`config.mk`:
```
export PLATFORM = sky130hd
export DESIGN_NAME = phy_cfg_clk
export DESIGN_NICKNAME = d
export VERILOG_FILES = /design/src/rtl/phy_cfg_pkg.sv /design/src/rtl/pin_sync.sv /design/src/rtl/phy_cfg_clk.sv
export SDC_FILE = /design/constraint.sdc
export NUM_CORES = 1
export LEC_CHECK = 0
export BUFFER_PORTS_ARGS = -buffer_cell sky130_fd_sc_hd__buf_2
export CAP_MARGIN = 20
export CORE_AREA = 5 5 74 83
export CTS_CLUSTER_SIZE = 20
export DETAILED_ROUTE_END_ITERATION = 10
export DIE_AREA = 0 0 79 88
export GPL_ROUTABILITY_DRIVEN = 0
export MAX_ROUTING_LAYER = met4
export PLACE_DENSITY_LB_ADDON = 0.3
export SETUP_SLACK_MARGIN = 0.15
export SYNTH_ARGS = -nofsm -noshare
export SYNTH_HDL_FRONTEND = slang
export SYNTH_SLANG_ARGS = --single-unit
```
`constraint.sdc`:
```
create_clock -name sys_clk -period 4.43 [get_ports sys_clk]
set_clock_uncertainty 0.15 [all_clocks]
set_input_delay 0.2215 -clock sys_clk [delete_from_list [all_inputs] [get_ports sys_clk]]
set_output_delay 0.2215 -clock sys_clk [all_outputs]
set_load 0.02 [all_outputs]
```
`src/rtl/phy_cfg_pkg.sv`:
```
// shared constants and carrier types for the phy configuration and clocking block
package phy_cfg_pkg;

	// line rates in kbit/s
	localparam int unsigned RATE_S100_KBPS  = 98304;
	localparam int unsigned RATE_S200_KBPS  = 196608;
	localparam int unsigned RATE_S400_KBPS  = 393216;
	localparam int unsigned RATE_S400B_KBPS = 491520;
	localparam int unsigned RATE_S800_KBPS  = 983040;

	// crystal reference and system clock in kHz
	localparam int unsigned XTAL_KHZ    = 98304;
	localparam int unsigned SYS_CLK_KHZ = 100000;

	// pll lock settle time and its count in sys_clk cycles (least time, rounded up)
	localparam int unsigned PLL_LOCK_NS     = 1000;
	localparam int unsigned SYS_CLK_NS      = 10;
	localparam int unsigned PLL_LOCK_CYCLES = (PLL_LOCK_NS + SYS_CLK_NS - 1) / SYS_CLK_NS;
	localparam int          LOCK_CNT_W      = 8;

	// pin synchroniser depth in sys_clk cycles
	localparam int unsigned SYNC_STAGES     = 2;

	// speed codes
	typedef enum logic [2:0] {
		SPD_S100  = 3'h0,
		SPD_S200  = 3'h1,
		SPD_S400  = 3'h2,
		SPD_S400B = 3'h3,
		SPD_S800  = 3'h4
	} speed_t;

	// serialiser word width (the per-speed shift divider is tick_div in phy_cfg_clk)
	localparam int DATA_W = 8;

	// pll state machine, gray along off -> lock -> run
	typedef enum logic [1:0] {
		PLL_OFF  = 2'h0,
		PLL_LOCK = 2'h1,
		PLL_RUN  = 2'h3
	} pll_state_t;

	// phy register bit positions of the writable control byte
	localparam int CONTENDER_BIT = 0;
	localparam int EVENT_BIT     = 1;
	localparam logic CONTENDER_RST = 1'h0;

	// strap carrier
	typedef struct packed {
		logic beta_interface_select;
		logic [2:0] power_class;
	} strap_t;

	// write carrier: set-on-one and clear-on-one strobes
	typedef struct packed {
		logic       wr;
		logic [7:0] set_ones;
		logic [7:0] clr_ones;
	} reg_wr_t;

endpackage

```
`src/rtl/pin_sync.sv`:
```
// two-flop synchroniser for a group of pin inputs
`timescale 1ns/1ps
module pin_sync #(
	parameter int W = 1
) (
	// clock and reset
	input  wire logic         sys_clk,
	input  wire logic         sys_rst,
	// pins in, synchronised out
	input  wire logic [W-1:0] pin_in,
	output logic      [W-1:0] pin_out
);

	logic [W-1:0] meta_q;
	logic [W-1:0] sync_q;

	always_ff @(posedge sys_clk) begin
		if (sys_rst) begin
			meta_q <= '0;
			sync_q <= '0;
		end else begin
			meta_q <= pin_in;
			sync_q <= meta_q;
		end
	end

	assign pin_out = sync_q;

endmodule

```
`src/rtl/phy_cfg_clk.sv`:
```
// phy configuration, strap capture, pll control and outbound serialiser
//
// What this block does
// transmit clock derives from a pll fed by the 98.304 MHz crystal.
// pwrdn_pin high halts the pll and stops outbound transmit clocks.
// latch outbound byte, serialise, encode, send at S100 to S800 rate; S400B and S800 shift every tick, as S400 does.
// beta_interface_select picks phy-link mode and arbitration, not cable mode.
// the system holds beta_interface_select high in normal operation.
// three power-class straps give the self-id power-class default.
// contender bit has no strap; it becomes set only by software write.
// software writes contender to one to contend for manager roles.
// clear-on-one fields clear on a written one; zero leaves them unchanged.
// set-on-one fields set on a written one; zero has no effect.
// names ending _n are active low, asserted at logic zero.
`timescale 1ns/1ps
module phy_cfg_clk
	import phy_cfg_pkg::*;
(
	// clock and reset
	input  wire logic              sys_clk,
	input  wire logic              sys_rst,
	// crystal-derived reference, pll and power down pins
	input  wire logic              xtal_ok,
	input  wire logic              pwrdn_pin,
	// straps
	input  wire logic              beta_interface_select,
	input  wire logic              power_class_strap_bit0,
	input  wire logic              power_class_strap_bit1,
	input  wire logic              power_class_strap_bit2,
	// software and hardware access to the control byte
	input  wire reg_wr_t           sw_wr,
	input  wire logic              event_hw_set,
	// outbound data from the link side
	input  wire logic              tx_valid,
	input  wire logic [DATA_W-1:0] tx_data,
	input  wire speed_t            tx_speed,
	// status and line
	output logic                   tx_ready,
	output logic                   tx_line,
	output logic                   tx_clk_en,
	output logic                   pll_locked,
	output logic                   pll_run_n,
	output logic [7:0]             ctrl_reg,
	output logic [2:0]             self_id_power_class,
	output logic                   beta_mode,
	output speed_t                 line_speed
);

	typedef struct packed {
		pll_state_t              pll;
		logic [LOCK_CNT_W-1:0]   lock_cnt;
		logic [1:0]              sync_age;
		logic                    strap_done;
		strap_t                  straps;
		logic [7:0]              ctrl;
		logic [DATA_W-1:0]       shift;
		logic [3:0]              bits_left;
		logic                    busy;
		logic                    line;
		speed_t                  speed;
		logic [2:0]              tick_cnt;
		logic                    ready;
		logic                    clk_en;
		logic                    locked;
		logic                    run_n;
	} state_t;

	state_t st_q;
	state_t st_d;
	logic [1:0] clk_pins_s;
	logic [3:0] strap_pins_s;
	logic xtal_s;
	logic pwrdn_s;
	strap_t strap_s;
	logic [2:0] tick_div;

	// crystal and power-down pins
	pin_sync #(.W(2)) u_sync_clk (
		.sys_clk (sys_clk),
		.sys_rst (sys_rst),
		.pin_in  ({xtal_ok, pwrdn_pin}),
		.pin_out (clk_pins_s)
	);

	// strap pins
	pin_sync #(.W(4)) u_sync_strap (
		.sys_clk (sys_clk),
		.sys_rst (sys_rst),
		.pin_in  ({beta_interface_select, power_class_strap_bit2,
			power_class_strap_bit1, power_class_strap_bit0}),
		.pin_out (strap_pins_s)
	);

	assign xtal_s  = clk_pins_s[1];
	assign pwrdn_s = clk_pins_s[0];
	assign strap_s = strap_t'(strap_pins_s);

	// sys_clk ticks per bit, less one; S400 and faster rates shift on every tick
	always_comb begin
		case (st_q.speed)
			SPD_S100:  tick_div = 3'h3;
			SPD_S200:  tick_div = 3'h1;
			SPD_S400:  tick_div = 3'h0;
			SPD_S400B: tick_div = 3'h0;
			SPD_S800:  tick_div = 3'h0;
			default:   tick_div = 3'h0;
		endcase
	end

	always_comb begin
		st_d = st_q;

		// pll runs only from a live crystal and with power down low
		case (st_q.pll)
			// halted: wait for a live crystal and power down released
			PLL_OFF: begin
				st_d.lock_cnt = '0;
				if (xtal_s && !pwrdn_s) begin
					st_d.pll = PLL_LOCK;
				end
			end
			// settling: count the lock time
			PLL_LOCK: begin
				if (pwrdn_s || !xtal_s) begin
					st_d.pll = PLL_OFF;
				end else if (st_q.lock_cnt == LOCK_CNT_W'(PLL_LOCK_CYCLES - 1)) begin
					st_d.pll = PLL_RUN;
				end else begin
					st_d.lock_cnt = st_q.lock_cnt + 1'b1;
				end
			end
			// locked: transmit clock runs
			PLL_RUN: begin
				if (pwrdn_s || !xtal_s) begin
					st_d.pll = PLL_OFF;
				end
			end
			default: st_d.pll = PLL_OFF;
		endcase

		// the synchroniser flops leave reset at zero, so straps are
		// caught only once real pin levels have crossed both stages
		if (st_q.sync_age != 2'(SYNC_STAGES)) begin
			st_d.sync_age = st_q.sync_age + 1'b1;
		end else if (!st_q.strap_done) begin
			st_d.straps     = strap_s;
			st_d.strap_done = 1'b1;
		end else begin
			st_d.straps.beta_interface_select = strap_s.beta_interface_select;
		end

		// control byte: set-on-one then clear-on-one, hardware set wins over clear
		if (sw_wr.wr) begin
			// zero bits in either mask leave the byte alone
			st_d.ctrl = st_q.ctrl | sw_wr.set_ones; // see R10
			st_d.ctrl = st_d.ctrl & ~sw_wr.clr_ones;
		end
		// a same-cycle clear loses to the hardware event
		if (event_hw_set) begin
			st_d.ctrl[EVENT_BIT] = 1'b1;
		end

		// serialiser with nrzi-style encoding
		if (st_q.pll != PLL_RUN) begin
			st_d.busy      = 1'b0;
			st_d.shift     = '0;
			st_d.bits_left = '0;
			st_d.tick_cnt  = '0;
		end else if (!st_q.busy) begin
			if (tx_valid) begin
				st_d.shift     = tx_data;
				st_d.bits_left = 4'(DATA_W);
				st_d.busy      = 1'b1;
				st_d.speed     = tx_speed;
				st_d.tick_cnt  = '0;
			end
		end else if (st_q.tick_cnt == tick_div) begin
			st_d.tick_cnt  = '0;
			st_d.line      = st_q.line ^ st_q.shift[DATA_W-1];
			st_d.shift     = {st_q.shift[DATA_W-2:0], 1'b0};
			st_d.bits_left = st_q.bits_left - 1'b1;
			if (st_q.bits_left == 4'h1) begin
				st_d.busy = 1'b0;
			end
		end else begin
			st_d.tick_cnt = st_q.tick_cnt + 1'b1;
		end

		// status flags are registered so that every output leaves a flip-flop
		st_d.clk_en = (st_d.pll == PLL_RUN);
		st_d.locked = (st_d.pll == PLL_RUN);
		st_d.run_n  = (st_d.pll != PLL_RUN);
		st_d.ready  = (st_d.pll == PLL_RUN) && !st_d.busy;
	end

	// synchronous reset; the active-low run flag idles high
	always_ff @(posedge sys_clk) begin
		if (sys_rst) begin
			st_q       <= '0;
			st_q.run_n <= 1'b1;
			st_q.pll   <= PLL_OFF;
			st_q.speed <= SPD_S100;
			st_q.ctrl  <= '0;
			st_q.ctrl[CONTENDER_BIT] <= CONTENDER_RST;
		end else begin
			st_q <= st_d;
		end
	end

	// outputs all from state flip-flops
	assign tx_ready            = st_q.ready;
	assign tx_line             = st_q.line;
	assign tx_clk_en           = st_q.clk_en;
	assign pll_locked          = st_q.locked;
	assign pll_run_n           = st_q.run_n;
	assign ctrl_reg            = st_q.ctrl;
	assign self_id_power_class = st_q.straps.power_class;
	assign beta_mode           = st_q.straps.beta_interface_select;
	assign line_speed          = st_q.speed;

endmodule

```
==> summary.md <==
| Metric | Value |
|---|---|
| Setup Viol. Count Final | `0` |
| CP top delay family | `compound AO/OA/AOI/OAI gates` |
| DRT iter0 DRCs | `95` |
| Drt wl/cell | `13.2 µm` |
| Layout Nets | `363` |
| Global-route wire length before repair | `8520 µm` |
| DRT Wirelength | `5080 µm` |
| Hpwl dp | `3270 µm` |
| Critical path buffer and inverter count | `0` |
| Distinct cells, synth | `49` |
| Gr ovfl total | `0` |
| CTS max path bufs | `2` |
| Remaining DRCs | `0` |
| Number of global-route vias before repair | `1906` |
| WP data required | `4.55 ns` |
| # IOs | `58` |
| RSZ-0062 raised after global routing | `no` |
| Syn_nets | `308` |
| CTS root buffer | `clkbuf_8` |
| Final Critical Period | `2.24 ns` |
| Post-synth EDFFs | `0` |
| Max reg flops | `29` |
| CTS Buf Count | `9` |
| FP Rows | `28` |
| P_leak | `1.28 nW` |
| ANT cells | `0` |
| Post-DR vias/cell | `5.10` |
| Fillers | `447` |
| Largest net degree at the start of global routing | `41` |
| PortBufs | `57` |
| Mapped Area | `2520 µm²` |
| Critical Path Fanout Max | `13` |
| Worst EP arrival | `2.36 ns` |
| Critical Path, Cell by Cell | `o21bai_1 > a2bb2oi_1 > or2_1 > o221a_2` |
| First-pass DRT Iterations | `6` |
| Clock-pin slew on the worst setup and hold paths | `0.07 ns` |
| Die W | `79 µm` |
| Post-synth ARST share | `0` |
| Clk Latency, worst-skew pair | `0.32 ns` |
| Final Hold Vio Count | `0` |
| DIE HEIGHT | `88 µm` |
| Run status | `finished clean` |
| Max Cap Viol | `0` |
| # clock sinks | `60` |
| Core ar. | `5220 µm²` |
| Seq cells post-synth | `60` |
| Gate count after technology mapping | `265` |
| Fin. max-slew vios | `0` |
| Final WS setup | `2.19 ns` |
| Crit. End Element | `register` |
| Ys flop type | `dfxtp_1` |
| Setup TNS | `0 ns` |
| Final Cycle Share | `0.506` |
| Slowest CP cell | `a2bb2oi_1` |
| Total Routing Usage GR | `0.159` |
| Register area share after synthesis | `0.476` |
| Worst slew margin | `0.313` |
| H-tree level count | `3` |
| Hold Path Class | `input port to register` |
| Slew @ Worst Pin | `1.03 ns` |
| Die ar. | `6950 µm²` |
| CTS tree | `done` |
| CP max stage delay | `0.83 ns` |
| Crit start category | `register` |
| Synth warn | `0` |
| Placement Setup Slack | `2.23 ns` |
| Power Density | `396 nW/µm²` |
| Number of setup buffers added after CTS | `0` |
| Initial antenna violation count | `0` |
| Mean Syn Cell Area | `9.52 µm²` |
| VDD IR max | `0.174 mV` |
| Area Overhead vs Synth | `22.2%` |
| DRT antenna net count | `0` |
| Layout cell share with drive strength beyond 1 | `0.265` |
| Kind of critical path | `register to register` |
| Routed vias | `1964` |
| F_max | `446 MHz` |
| Starting density of the core | `0.483` |
cell type report:
type | count | area, µm² | share of cell area
repair buffers | 73 | 445 | 0.145
well taps | 60 | 75.1 | 0.0244
clock buffers | 11 | 141 | 0.0459
clock inverters | 5 | 75.1 | 0.0244
inverters | 7 | 26.3 | 0.00853
flip-flops and latches | 60 | 1200 | 0.390
multi-input cells | 169 | 1120 | 0.363
synthesized netlist by cell type, drive strengths merged (2+ instances only):
library cell	number	share of area
inv	7	0.010
nor4b	3	0.013
buf	22	0.060
a2111oi	3	0.013
a41o	2	0.0079
or3	4	0.0099
ha	5	0.025
o31ai	4	0.012
o21bai	2	0.0060
mux2i	7	0.028
clkbuf	7	0.010
xnor2	3	0.010
nand2	6	0.0089
or4	2	0.0060
nor2	35	0.052
dfxtp	60	0.48
o221a	7	0.031
nor3	3	0.0060
a211oi	10	0.030
a21oi	19	0.038
nor2b	17	0.042
xor2	2	0.0069
o211ai	2	0.0060
or2	2	0.0050
o21ai	5	0.011
nand2b	7	0.020
nand3	5	0.0099
kinds of logic (layout without fill, tap and decap cells):
| logic type | count (synthesis) | count (layout) | synth area share |
|---|---|---|---|
| mux | 7 | 7 | 0.0278 |
| compound gates | 60 | 60 | 0.175 |
| fa+ha+maj | 5 | 5 | 0.0248 |
| xor+xnor | 5 | 5 | 0.0174 |
| flops | 60 | 60 | 0.476 |
| buf+inv | 36 | 96 | 0.0809 |
| simple gates | 92 | 92 | 0.198 |
placed cells by master, fill, tap and decap left out, types with 2 or more instances in the layout:
cell type	count
xnor2_1	3
clkbuf_8	10
o31ai_1	4
or3_1	4
nand2_1	6
mux2i_1	7
a21oi_1	19
dlygate4sd3_1	16
inv_1	7
a211oi_1	10
clkinv_2	3
o21ai_0	4
buf_2	57
dfxtp_1	60
nor2b_1	17
or4_1	2
a2111oi_0	2
nand2b_1	6
o21bai_1	2
o211ai_1	2
bufinv_16	2
o221a_2	7
nand3_1	5
ha_1	5
a41o_1	2
nor4b_1	2
nor2_1	35
xor2_1	2
nor3_1	3
power by group:
group	internal [mW]	switching, mW	leakage (nW)
registers	0.563	0.0111	0.488
clock network	0.329	0.198	0.113
logic	0.0587	0.0612	0.683
total	0.951	0.270	1.28
worst register-to-register path, delay by kind of cell (launching register included):
kind,cells,cell delay (ns)
AO/OA/AOI/OAI,3,1.23
AND/OR/NAND/NOR,1,0.44
flip-flops,1,0.38
metal layers:
layer,global-route usage,vias to the layer above,wire length [µm]
li1,-,1039,-
met1,0.185,859,2390
met2,0.257,59,2310
met3,0.0422,7,334
met4,0.0703,0,51
met5,-,-,0
timing repair:
action | in CTS | in global routing
resized for setup | 0 | 0
endpoints found under the hold margin | 16 | 0
hold buffers | 16 | 0
metrics by stage:
stage	power (mW)	hold WS (ns)	cells	instance area (µm²)	utilization
6_report	1.22	0.0203	385	3080	0.590
5_1_grt	1.28	0.0414	385	3080	0.590
4_1_cts	1.23	0.0129	385	3080	0.590
3_5_place_dp	0.695	0.259	353	2710	0.518
3_3_place_gp	0.692	0.258	353	2710	0.518
2_1_floorplan	0.670	0.172	265	2520	-
worst paths after layout:
kind                                             start                       to  slack (ns)  depth (start not counted)
worst max-delay path                           st_q[5]                 st_q[18]        2.19                          4
worst min-delay path                       tx_speed[0]            line_speed[0]        0.02                          3
worst max register to register                 st_q[5]                 st_q[18]        2.19                          4
worst min register to register  u_sync_strap.meta_q[1]  u_sync_strap.pin_out[1]        0.29                          1
No activity file was read; power rests on OpenSTA's default activity.
